File: src/include/vsq_pkg.sv
// Package for the regulator startup, shutdown and fault sequencer
package vsq_pkg;

    // ****************************************************************
    // Widths
    // ****************************************************************
    localparam int unsigned PHASES = 4;           // Phase pulse outputs
    localparam int unsigned TGT_W = 8;            // Target code width
    localparam int unsigned ILIM_W = 4;           // Peak limit level width

    // ****************************************************************
    // Timing
    // ****************************************************************
    localparam int unsigned CLK_NS = 100;         // Clock period in ns
    localparam int unsigned PGOOD_DLY_US = 20;    // Power-good blanking
    localparam int unsigned PGOOD_DLY_CYC = (PGOOD_DLY_US * 1000) / CLK_NS;
    localparam int unsigned RAMP_DIV = 4;         // Ramp at quarter slew rate

    // ****************************************************************
    // Reset values and levels
    // ****************************************************************
    localparam logic [TGT_W-1:0] TGT_ZERO = 8'h00;       // Zero-volt target
    localparam logic [ILIM_W-1:0] ILIM_FULL = 4'hF;      // Full peak limit
    localparam logic [ILIM_W-1:0] ILIM_MIN = 4'h1;       // Lowest peak limit

    // ****************************************************************
    // Types
    // ****************************************************************
    typedef enum logic [2:0] {
        VSQ_OFF,
        VSQ_REF_UP,
        VSQ_SOFT_START,
        VSQ_RUN,
        VSQ_SOFT_STOP
    } vsq_state_e;

    // Synchronised comparator results
    typedef struct packed {
        logic supply_por;       // Supply above about 2V
        logic supply_ok;        // Supply above 4.25V lockout level
        logic supply_low;       // Supply below 1V
        logic run_request_n;    // Run request pin high
        logic test_mode;        // 11V to 13V seen on run request pin
        logic ref_ok;           // Reference in regulation
        logic battery_ok;       // Input battery present
        logic over_guard;       // Output 200mV above tracked target
        logic over_fixed;       // Output above fixed 1.75V guard
        logic below_target;     // Output below target
        logic under_guard;      // Output under 70% of nominal
        logic hot;              // Junction above 160C
        logic cooled;           // Junction cooled by 15C
        logic skip_select;      // Light-load skip select
        logic suspend_select;   // Suspend select
        logic avg_over;         // Average current limit exceeded
    } vsq_sense_s;
endpackage

File: src/logic/vsq_sync.sv
// Two-stage synchroniser for a bundle of comparator results
`timescale 1ns/100ps
module vsq_sync #(
    parameter int unsigned W = 1
) (
    // Clock and reset
    input wire logic clk_sys_i,
    input wire logic rst_b_i,
    input wire logic clk_en_i,
    // Data
    input wire logic [W-1:0] async_i,
    output logic [W-1:0] sync_o
);
    // ****************************************************************
    // Synchroniser stages
    // ****************************************************************
    logic [W-1:0] meta_q;   // First stage, read only by the second
    logic [W-1:0] meta_d;
    logic [W-1:0] sync_q;   // Second stage
    logic [W-1:0] sync_d;

    // Next values, held while the clock enable is low
    always_comb begin
        meta_d = clk_en_i ? async_i : meta_q;
        sync_d = clk_en_i ? meta_q : sync_q;
    end

    // Registers
    always_ff @(posedge clk_sys_i or negedge rst_b_i) begin
        if (!rst_b_i) begin
            meta_q <= '0;
            sync_q <= '0;
        end else begin
            meta_q <= meta_d;
            sync_q <= sync_d;
        end
    end

    assign sync_o = sync_q;
endmodule

File: src/logic/vsq_seq.sv
// Startup, shutdown and fault sequencer for a multiphase regulator
// Operation
// - Peak current trip ends active on-time
// - Average over-limit lowers peak limit
// - Power-on clear resets fault latch
// - Lockout holds skip line high, pulses low
// - Reference on when supply ok, run high
// - Soft-start to code or suspend, quarter rate
// - No current-limit reduction during soft-start
// - Power-good released 20us after target reached
// - Missing battery at startup sets fault
// - Fault holds shutdown until toggle or supply
// - Supply drop forces immediate lockout shutdown
// - Run low drops power-good, ramps down
// - Soft-stop to zero target: skip line low, reference off
// - Undervoltage or thermal shutdown sets fault
// - Flag overvoltage 200mV above target
// - Skip rise fixes guard until below target
// - Overvoltage forces skip line high, no latch
// - No on-time while overvoltage present
// - Output under 70% shuts down, latches
// - Thermal trip latches; clear needs cooling
// - Test mode disables all three protections
// - Entering test mode clears fault latch
// - Ramps run in forced-PWM mode
`timescale 1ns/100ps
module vsq_seq (
    // Clock, reset and enable
    input wire logic clk_sys_i,
    input wire logic rst_b_i,
    input wire logic clk_en_i,
    // Analog comparator results, asynchronous
    input wire vsq_pkg::vsq_sense_s sense_i,
    // Per-phase oscillator start and peak current trip
    input wire logic [vsq_pkg::PHASES-1:0] phase_clock_i,
    input wire logic [vsq_pkg::PHASES-1:0] phase_sense_trip_i,
    // Programmed targets
    input wire logic [vsq_pkg::TGT_W-1:0] voltage_code_i,
    input wire logic [vsq_pkg::TGT_W-1:0] suspend_level_i,
    input wire logic slew_tick_i,
    // Driver side
    output logic [vsq_pkg::PHASES-1:0] phase_pulse_o,
    output logic driver_skip_line_o,
    // Power-good open drain, enable high pulls low
    output logic power_good_out_o,
    output logic power_good_out_oe_o,
    // Status
    output logic reference_on_o,
    output logic fault_latch_o,
    output logic overvoltage_guard_o,
    output logic [vsq_pkg::TGT_W-1:0] target_o,
    output logic [vsq_pkg::ILIM_W-1:0] peak_limit_o
);
    import vsq_pkg::*;

    // ****************************************************************
    // Input synchronisation
    // ****************************************************************
    vsq_sense_s sn;                       // Synchronised comparators
    logic [PHASES-1:0] trip_s;            // Synchronised peak trips
    logic [PHASES-1:0] pclk_s;            // Synchronised phase clocks

    // Every comparator passes two flops before use
    vsq_sync #(.W($bits(vsq_sense_s))) u_sync_sense (
        .clk_sys_i(clk_sys_i),
        .rst_b_i(rst_b_i),
        .clk_en_i(clk_en_i),
        .async_i(sense_i),
        .sync_o(sn)
    );

    vsq_sync #(.W(2 * PHASES)) u_sync_phase (
        .clk_sys_i(clk_sys_i),
        .rst_b_i(rst_b_i),
        .clk_en_i(clk_en_i),
        .async_i({phase_clock_i, phase_sense_trip_i}),
        .sync_o({pclk_s, trip_s})
    );

    // ****************************************************************
    // Sequencer state
    // ****************************************************************
    vsq_state_e state_q, state_d;           // Main sequence state
    logic fault_q, fault_d;                 // Single shared fault latch
    logic [TGT_W-1:0] tgt_q, tgt_d;         // Ramped output target
    logic [1:0] div_q, div_d;               // Quarter-rate tick divider
    logic [15:0] pg_cnt_q, pg_cnt_d;        // Power-good blanking count
    logic pg_q, pg_d;                       // Power-good released
    logic ref_q, ref_d;                     // Reference enable
    logic run_q, run_d;                     // Previous run request
    logic test_q, test_d;                   // Previous test mode
    logic skip_q, skip_d;                   // Previous skip select
    logic fix_q, fix_d;                     // Fixed guard in force
    logic ovp_q, ovp_d;                     // Overvoltage flag
    logic [ILIM_W-1:0] ilim_q, ilim_d;      // Peak limit level
    logic [PHASES-1:0] pulse_q, pulse_d;    // Phase pulses
    logic dskip_q, dskip_d;                 // Driver skip line

    // Derived terms
    logic [TGT_W-1:0] final_tgt;            // Target at end of soft-start
    logic qtick;                            // Quarter-rate ramp step
    logic ramping;                          // Soft-start or soft-stop
    logic prot_fault;                       // Latched protection event
    logic clear_req;                        // Latch clear event
    logic ov_now;                           // Overvoltage in force

    // ****************************************************************
    // Next-state logic
    // ****************************************************************
    always_comb begin
        state_d = state_q;
        fault_d = fault_q;
        tgt_d = tgt_q;
        div_d = div_q;
        pg_cnt_d = pg_cnt_q;
        pg_d = pg_q;
        ref_d = ref_q;
        ilim_d = ilim_q;
        pulse_d = pulse_q;
        dskip_d = dskip_q;

        // Record edges of the run, test and skip inputs
        run_d = sn.run_request_n;
        test_d = sn.test_mode;
        skip_d = sn.skip_select;

        final_tgt = sn.suspend_select ? suspend_level_i : voltage_code_i;
        ramping = (state_q == VSQ_SOFT_START) || (state_q == VSQ_SOFT_STOP);

        // Quarter of the programmed slew: one step every four ticks
        qtick = 1'b0;
        if (slew_tick_i) begin
            div_d = div_q + 2'd1;
            qtick = (div_q == 2'(RAMP_DIV - 1));
        end

        // Fixed guard after skip rise, released once below target
        fix_d = fix_q;
        if (sn.skip_select && !skip_q) begin
            fix_d = 1'b1;
        end else if (sn.below_target) begin
            fix_d = 1'b0;
        end
        // Overvoltage flag, tracked or fixed, idle in test mode
        ov_now = !sn.test_mode && (fix_q ? sn.over_fixed : sn.over_guard);
        ovp_d = ov_now;

        // Undervoltage and thermal only while regulating
        prot_fault = !sn.test_mode && (state_q == VSQ_RUN) &&
                     (sn.under_guard || sn.hot);

        // Clear by run toggle or supply below 1V; hot die refuses
        clear_req = ((sn.run_request_n && !run_q) || sn.supply_low) &&
                    !(sn.hot || !sn.cooled);

        // Average over-limit steps peak limit down, not in soft-start
        if (state_q == VSQ_SOFT_START || state_q == VSQ_OFF) begin
            ilim_d = ILIM_FULL;
        end else if (sn.avg_over) begin
            if (ilim_q > ILIM_MIN) begin
                ilim_d = ilim_q - 4'h1;
            end
        end else if (ilim_q != ILIM_FULL) begin
            ilim_d = ilim_q + 4'h1;
        end

        // Main sequence
        case (state_q)
            VSQ_OFF: begin
                tgt_d = TGT_ZERO;
                pg_d = 1'b0;
                pg_cnt_d = '0;
                // Start only with supply, run and clear latch
                if (sn.supply_ok && sn.run_request_n && !fault_q) begin
                    ref_d = 1'b1;
                    state_d = VSQ_REF_UP;
                end
            end
            VSQ_REF_UP: begin
                if (!sn.run_request_n) begin
                    ref_d = 1'b0;
                    state_d = VSQ_OFF;
                end else if (sn.ref_ok) begin
                    state_d = VSQ_SOFT_START;
                end
            end
            VSQ_SOFT_START: begin
                if (!sn.battery_ok) begin
                    fault_d = 1'b1;
                    state_d = VSQ_SOFT_STOP;
                end else if (!sn.run_request_n || prot_fault) begin
                    state_d = VSQ_SOFT_STOP;
                end else if (qtick && tgt_q < final_tgt) begin
                    tgt_d = tgt_q + 8'h01;
                end else if (qtick && tgt_q > final_tgt) begin
                    tgt_d = tgt_q - 8'h01;
                end else if (tgt_q == final_tgt) begin
                    state_d = VSQ_RUN;
                end
            end
            VSQ_RUN: begin
                // Track later code changes at full rate
                if (slew_tick_i && tgt_q != final_tgt) begin
                    tgt_d = (tgt_q < final_tgt) ? tgt_q + 8'h01 : tgt_q - 8'h01;
                end
                // Blanking count before releasing power-good
                if (pg_cnt_q < 16'(PGOOD_DLY_CYC)) begin
                    pg_cnt_d = pg_cnt_q + 16'h0001;
                end else begin
                    pg_d = 1'b1;
                end
                if (prot_fault) begin
                    fault_d = 1'b1;
                    pg_d = 1'b0;
                    state_d = VSQ_SOFT_STOP;
                end else if (!sn.run_request_n) begin
                    pg_d = 1'b0;
                    state_d = VSQ_SOFT_STOP;
                end
            end
            VSQ_SOFT_STOP: begin
                pg_d = 1'b0;
                pg_cnt_d = '0;
                if (tgt_q == TGT_ZERO) begin
                    ref_d = 1'b0;
                    state_d = VSQ_OFF;
                end else if (qtick) begin
                    tgt_d = tgt_q - 8'h01;
                end
            end
            default: begin
                state_d = VSQ_OFF;
            end
        endcase

        // Supply under lockout overrides everything at once
        if (!sn.supply_ok) begin
            state_d = VSQ_OFF;
            ref_d = 1'b0;
            pg_d = 1'b0;
            tgt_d = TGT_ZERO;
        end

        // Latch clearing; a new fault in the same cycle wins
        if ((clear_req || (sn.test_mode && !test_q)) &&
            !(prot_fault || (state_q == VSQ_SOFT_START && !sn.battery_ok))) begin
            fault_d = 1'b0;
        end
        // Power-on clear
        if (!sn.supply_por) begin
            fault_d = 1'b0;
        end

        // Driver skip line: high in lockout, ramps and overvoltage
        if (!sn.supply_ok) begin
            dskip_d = 1'b1;
        end else if (ov_now) begin
            dskip_d = 1'b1;
        end else if (state_d == VSQ_OFF) begin
            dskip_d = 1'b0;
        end else if (state_d == VSQ_SOFT_START || state_d == VSQ_SOFT_STOP) begin
            dskip_d = 1'b1;
        end else begin
            dskip_d = !sn.skip_select;
        end

        // Phase pulses: start on phase clock, end on peak trip
        for (int i = 0; i < PHASES; i++) begin
            if (state_d == VSQ_OFF || state_q == VSQ_OFF || state_q == VSQ_REF_UP ||
                ov_now) begin
                pulse_d[i] = 1'b0;
            end else if (trip_s[i]) begin
                pulse_d[i] = 1'b0;
            end else if (pclk_s[i] && !(sn.skip_select && !ramping && i != 0)) begin
                pulse_d[i] = 1'b1;
            end
        end
    end

    // Registers
    always_ff @(posedge clk_sys_i or negedge rst_b_i) begin
        if (!rst_b_i) begin
            state_q <= VSQ_OFF;
            fault_q <= 1'b0;
            tgt_q <= TGT_ZERO;
            div_q <= 2'd0;
            pg_cnt_q <= 16'h0000;
            pg_q <= 1'b0;
            ref_q <= 1'b0;
            run_q <= 1'b0;
            test_q <= 1'b0;
            skip_q <= 1'b0;
            fix_q <= 1'b0;
            ovp_q <= 1'b0;
            ilim_q <= ILIM_FULL;
            pulse_q <= '0;
            dskip_q <= 1'b1;
        end else if (clk_en_i) begin
            state_q <= state_d;
            fault_q <= fault_d;
            tgt_q <= tgt_d;
            div_q <= div_d;
            pg_cnt_q <= pg_cnt_d;
            pg_q <= pg_d;
            ref_q <= ref_d;
            run_q <= run_d;
            test_q <= test_d;
            skip_q <= skip_d;
            fix_q <= fix_d;
            ovp_q <= ovp_d;
            ilim_q <= ilim_d;
            pulse_q <= pulse_d;
            dskip_q <= dskip_d;
        end
    end

    // ****************************************************************
    // Outputs, all from flops except power_good_out_o tied low
    // ****************************************************************
    assign phase_pulse_o = pulse_q;
    assign driver_skip_line_o = dskip_q;
    assign power_good_out_o = 1'b0;
    assign power_good_out_oe_o = !pg_q;
    assign reference_on_o = ref_q;
    assign fault_latch_o = fault_q;
    assign overvoltage_guard_o = ovp_q;
    assign target_o = tgt_q;
    assign peak_limit_o = ilim_q;
endmodule

File: config.mk
export PLATFORM = sky130hd
export DESIGN_NAME = vsq_seq
export DESIGN_NICKNAME = d
export VERILOG_FILES = /design/src/include/vsq_pkg.sv /design/src/logic/vsq_sync.sv /design/src/logic/vsq_seq.sv
export SDC_FILE = /design/constraint.sdc
export NUM_CORES = 1
export LEC_CHECK = 0
export ABC_AREA = 1
export BUFFER_PORTS_ARGS = -buffer_cell sky130_fd_sc_hd__buf_2
export CORE_MARGIN = 1
export CORE_UTILIZATION = 40
export DETAILED_ROUTE_END_ITERATION = 7
export PLACE_DENSITY = 0.59
export SYNTH_ARGS = -nofsm -noshare
export SYNTH_HDL_FRONTEND = slang
export SYNTH_SLANG_ARGS = --single-unit
File: constraint.sdc
create_clock -name clk_sys_i -period 2.1 [get_ports clk_sys_i]
set_input_delay 0.21 -clock clk_sys_i [delete_from_list [all_inputs] [get_ports clk_sys_i]]
set_output_delay 0.21 -clock clk_sys_i [all_outputs]
set_load 0.05 [all_outputs]
==> Yosys cells after proc, flatten, opt, wreduce, memory -nomap -nowiden <==
Cells that the tools add are included.
{ "classes": {"n_addsub": 6, "order_cmp": 4, "eq_ne": 28, "muxes": 65, "reduce_logical": 67} }
{ "op_table": {"columns": ["cell", "n"], "rows": [
  ["8-bit 2-to-1 mux", 10],
  ["3-bit 2-to-1 mux", 12],
  ["1-bit 2-to-1 mux", 32],
  ["16-bit case mux with 2 select lines", 1],
  ["8-bit case mux with 4 select lines", 1],
  ["3-bit != test, second input constant", 10],
  ["4-bit != test, second input constant", 6],
  ["1-bit logical AND", 18],
  ["16-bit by 1-bit adder with 16-bit output, second input constant", 1],
  ["16-bit by 8-bit less-than comparator with 1-bit output, second input constant", 1],
  ["16-bit 2-to-1 mux", 1],
  ["4-bit 2-to-1 mux", 4],
  ["3-bit case mux with 5 select lines", 1],
  ["3-bit nonzero test", 5],
  ["1-bit logical NOT", 14],
  ["1-bit logical OR", 12],
  ["2-bit AND reduction", 6],
  ["5-bit != test, second input constant", 2],
  ["3-bit by 2-bit equality test with 1-bit output, second input constant", 3],
  ["3-bit AND reduction", 3],
  ["8-bit by 1-bit adder with 8-bit output, second input constant", 1],
  ["8-bit equality test", 1],
  ["8-bit greater-than comparator", 1],
  ["8-bit logical NOT", 1],
  ["19 further kinds", 23]
]} }
{ "word_totals": {"ff_bits": 94, "word_cells": 192} }

==> Longest topological paths before layout <==
{ "depth": {"ltp_word": 15, "depth_mapped": 21, "mapped_depth_nobuf": 19} }

==> Modules after synthesis <==
Synthesis repeated with hierarchy kept, for this count alone.
{ "hier_totals": {"cells_unflattened": 611, "hier_area_um2": 5161.2} }
{ "by_module_without_submodules": {"columns": ["mod", "instances", "cells_per_inst", "area_each_um2"], "rows": [
  ["vsq_seq", 1, 407, 3225.6],
  ["vsq_sync at u_sync_sense", 1, 136, 1295.0],
  ["vsq_sync at u_sync_phase", 1, 68, 640.6]
]} }

==> Worst setup path before layout <==
OpenSTA, ideal clock, no wires.
{ "synth_path": {"path_kind": "reg2reg", "start": "reg u_sync_sense.sync_q[1] (netlist: u_sync_sense.sync_o[1])", "end": "reg tgt_q[4] (netlist: target_o[4])", "setup_time_ns": 0.120, "arrival_time_ns": 2.220, "required_ns": 1.980, "path_slack_ns": -0.240, "stages_incl_launch_ff": 16, "n_path_buf": 2, "synth_period_minus_slack_ns": 2.340, "path_cell_list": "dfrtp_1 > clkbuf_1 > mux2i_1 > ha_1 > a21o_1 > nor2_1 > nand2_1 > nand2_1 > nand2_1 > nand3_1 > nand2_1 > nor2_1 > nand2_4 > buf_12 > nand2_2 > o21ai_2"} }
{ "synth_via": {"elab_chain_len": 8} }
{ "synth_lines": {"columns": ["item", "line", "rtl"], "rows": [
  ["start: declaration", "vsq_sync.sv:19", "logic [W-1:0] sync_q;"],
  ["start signal: assignment", "vsq_sync.sv:35", "sync_q <= sync_d;"],
  ["8-bit 2-to-1 mux *", "vsq_seq.sv:127", "final_tgt = sn.suspend_select ? suspend_level_i : voltage_code_i;"],
  ["8-bit less-than comparator", "vsq_seq.sv:193, vsq_seq.sv:204", null],
  ["1-bit logical AND", "vsq_seq.sv:193", "end else if (qtick && tgt_q < final_tgt) begin"],
  ["8-bit 2-to-1 mux", "vsq_seq.sv:193", null],
  ["8-bit 2-to-1 mux", "vsq_seq.sv:191", "end else if (!sn.run_request_n || prot_fault) begin"],
  ["8-bit 2-to-1 mux", "vsq_seq.sv:188", "if (!sn.battery_ok) begin"],
  ["8-bit case mux with 4 select lines", "vsq_seq.sv:168", "case (state_q)"],
  ["8-bit 2-to-1 mux", "vsq_seq.sv:237", "if (!sn.supply_ok) begin"],
  ["end signal: assignment", "vsq_seq.sv:301", "tgt_q <= tgt_d;"],
  ["end: declaration", "vsq_seq.sv:85", "logic [TGT_W-1:0] tgt_q, tgt_d;"]
]} }
Mark *: on every way between the ends. The rest lies on a longest branch, timed or not. The select of a mux whose other input is x is not followed.
A chain may end at the register's enable or synchronous reset.

==> Final worst setup path <==
{ "layout_path": {"start": "reg u_sync_sense.sync_q[1] (netlist: u_sync_sense.sync_o[1])", "end": "reg tgt_q[5] (netlist: target_o[5])"} }
The elaborated chain is that of the path after synthesis.

==> results.yml <==
place:
  pre_cts_ws_ns: -0.1488
  io_buffers: 64
  place_hpwl_um: 7917
  gp_congestion: 0.9006
  dpl_cell_area_sq_um: 5557
floorplanning:
  die-area_sq_um: 12880
  die_y_um: 113.5
  row_count: 40
  die_w_um: 113.5
  start_util_pct: 41.23
  ioPinCount: 66
  core_sq_um: 12060
logic_synthesis:
  synth_fa_ha_area_share_pct: 4.025
  synth_flop_cell: "dfrtp_1"
  syn_inst: 622
  ys_ff_latch: 94
  synthesis.nets: 682
  synth_compound_area_share_pct: 10.87
  syn_area_per_cell_sq_um: 7.996
  synth_top_family_by_area: "simple AND/OR/NAND/NOR gates"
  synth_edf_count: 0
  ys_seq_area_share_pct: 47.42
  muxShareOfSynthArea_pct: 1.836
  yosysUniqueCellTypes: 46
  async_flop_share_pct: 100.0
  synth_xor_area_share_pct: 1.761
  yosys.area_share.simple_pct: 26.57
  yosys_warnings: 0
  synthesis.area_sq_um: 4974
sta:
  post-route-min-period_ns: 2.146
  relSlewSlack_pct: 62.07
  slew_violations: 0
  period_share_pct: 102.2
  timing.final.ws_setup_ns: -0.04611
  finalClockSkew_ns: 0.006343
  setup-violations-final: 9
  hold_viol_final: 0
  max_freq_ghz: 0.4660
  tightest_slew_ns: 0.5690
  rsz0062_at_grt: "yes"
drt:
  wl_um: 11040
  postRouteAntennaNets: 0
  viasPerCell: 4.837
  wire_per_inst_um: 12.73
  drt-initial-drc-count: 290
  remaining_drc_errors: 0
  vias: 4194
  drt_pre_antenna_iters: 5
clock_tree:
  numCtsBuffers: 9
  cts_tree: "done"
  cts_max_level: 3
  cts.sinks: 94
  clock_path_buffers: 2
  clk_pin_slew_worst_paths_ns: 0.07
  cts-root-buf: "clkbuf_16"
  clk_latency_ns: 0.35
grt:
  globalRoute.totalOverflow: 0
  grt_max_degree: 48
  grt_pass1_wl_um: 18720
  antenna_found_initial: 0
  grt_usage_pct: 18.34
  grt_pass1_vias: 3931
worst_setup_path:
  start_kind: "flip-flop"
  critical_path_class: "flip-flop to flip-flop"
  crit_arrival_ns: 2.38
  reg2reg_from: "u_sync_sense.sync_o[1]"
  worst-path-max-fanout: 9
  rr_endpoint: "target_o[5]"
  endpoint_kind: "flip-flop"
  cp-endpoint: "target_o[5]"
  crit_start: "u_sync_sense.sync_o[1]"
  reg2reg_depth: 12
  reg2reg_slack_ns: -0.05
  cp.required_ns: 2.33
cells_and_area:
  final_cell_area_sq_um: 5987
  multi_input_area_sq_um: 2362
  drive_gt1_share_pct: 24.32
  register_area_sq_um: 2366
  fillCellCount: 1159
  final_nets: 754
  syn2layout_area_growth_pct: 20.38
  diodes: 0
power_and_ir_drop:
  p_leak_nw: 3.087
  power-per-cell-area_nw_per_um2: 747.7
  p_total_mw: 4.477
  vdd_ir_drop_max_v: 0.0004779
run:
  drv_cap: 0
outcome:
  status: "finished with violations"
  violations: "setup timing"
min_path:
  hp-class: "input pin to flip-flop"
==> cells in the final DEF (no fill, tap or decap), types with 7 or more instances in the layout <==
master and n:
nand2_1 197, dfrtp_1 83, buf_2 63, inv_1 60, o21ai_0 51, nor2_1 41
nand3_1 19, nand2_2 19, buf_4 18, ha_1 16, a21oi_1 14, clkbuf_16 9
o21ai_2 8, mux2i_1 7, nor3_1 7, xor2_1 7
==> critical path, stage by stage, from the launching register on <==
cell	delay, ns
dfrtp_1	0.39
buf_12	0.15
mux2i_2	0.15
ha_1	0.32
nand2_2	0.06
inv_2	0.06
nand3_2	0.08
nor3_4	0.19
o21ai_0	0.13
a21oi_2	0.18
nor2_4	0.08
nand2_4	0.14
o21ai_2	0.08
==> worst min path at each step <==
| stage | startpoint | depth (start not counted) | endpoint |
|---|---|---|---|
| 2_1_floorplan | rst_b_i | 0 | div_q[0] |
| 3_3_place_gp | rst_b_i | 1 | pg_cnt_q[8] |
| 3_5_place_dp | rst_b_i | 1 | pg_cnt_q[15] |
| 4_1_cts | sense_i[11] | 3 | u_sync_sense.meta_q[11] |
| 5_1_grt | phase_sense_trip_i[0] | 3 | u_sync_phase.meta_q[0] |
| 6_report | sense_i[11] | 3 | u_sync_sense.meta_q[11] |
==> state kept, by name, indices dropped and copies added, names as in the netlist, 2 cells and up <==
name / count
u_sync_phase.sync_o: 8
u_sync_phase.meta_q: 8
u_sync_sense.sync_o: 16
phase_pulse_o: 4
u_sync_sense.meta_q: 16
state_q: 3
div_q: 2
target_o: 8
peak_limit_o: 4
pg_cnt_q: 16
==> layer usage <==
layer / part of all wire, % / global-route usage (%)
met4: 0.76 / 4.474
met1: 47 / 25.22
met3: 4.1 / 4.357
met2: 48 / 29.23
met5: 0 / 0
==> power breakdown <==
group	total, mW	switching, mW	internal [mW]
Combinational	0.733	0.487	0.245
Clock	1.66	0.720	0.937
Sequential	2.09	0.106	1.98
Total	4.48	1.31	3.16
==> cell families after synthesis <==
kind of cell | count (synthesis)
and+or+nand+nor | 310
DFF | 94
AOI/OAI and AO/OA | 93
buffers and inverters | 89
adders and majority gates | 16
xor gates and xnor gates | 10
muxes | 9
other | 1
==> synthesized netlist by cell type (7+ instances only) <==
cell,number,area share [%]
clkbuf_1,16,1.2
inv_1,62,4.7
xor2_1,7,1.2
nand2_2,10,1.3
nand3_1,25,2.5
o21ai_2,8,1.4
nand2_1,206,16
nor3_1,8,0.81
ha_1,16,4.0
nor2_1,44,3.3
o21ai_0,51,5.1
dfrtp_1,89,45
a21oi_1,19,1.9
mux2i_1,8,1.6
==> final cells by class <==
class / instances / area share (%)
clock buffers: 9 / 3.762
inverters: 65 / 4.075
multi-input cells: 440 / 39.46
clock inverters: 7 / 1.317
well taps: 168 / 3.511
repair buffers: 84 / 8.359
flip-flops and latches: 94 / 39.52
==> timing repair <==
| action | 4_1_cts | 5_1_grt |
|---|---|---|
| setup endpoints to repair | 13 | 15 |
| hold buffers | 1 | 0 |
| resized for setup | 6 | 25 |
| pin swaps | 0 | 8 |
| gates cloned | 1 | 0 |
| hold endpoints to repair | 41 | 0 |
| buffers inserted | 0 | 0 |
==> metrics by stage <==
stage,hold WS [ns],TNS (ns),utilization (%),instances
after floorplan,-0.08559,0,-,622
after global placement,0.2459,-0.4973,46.07,849
final,0.05806,-0.3540,49.64,867
after detailed placement,0.2460,-1.571,46.07,849
after global routing,0.05836,-1.991,49.64,867
after CTS,0.04796,-0.6116,48.92,867
Power figures use the tool's default switching activity.
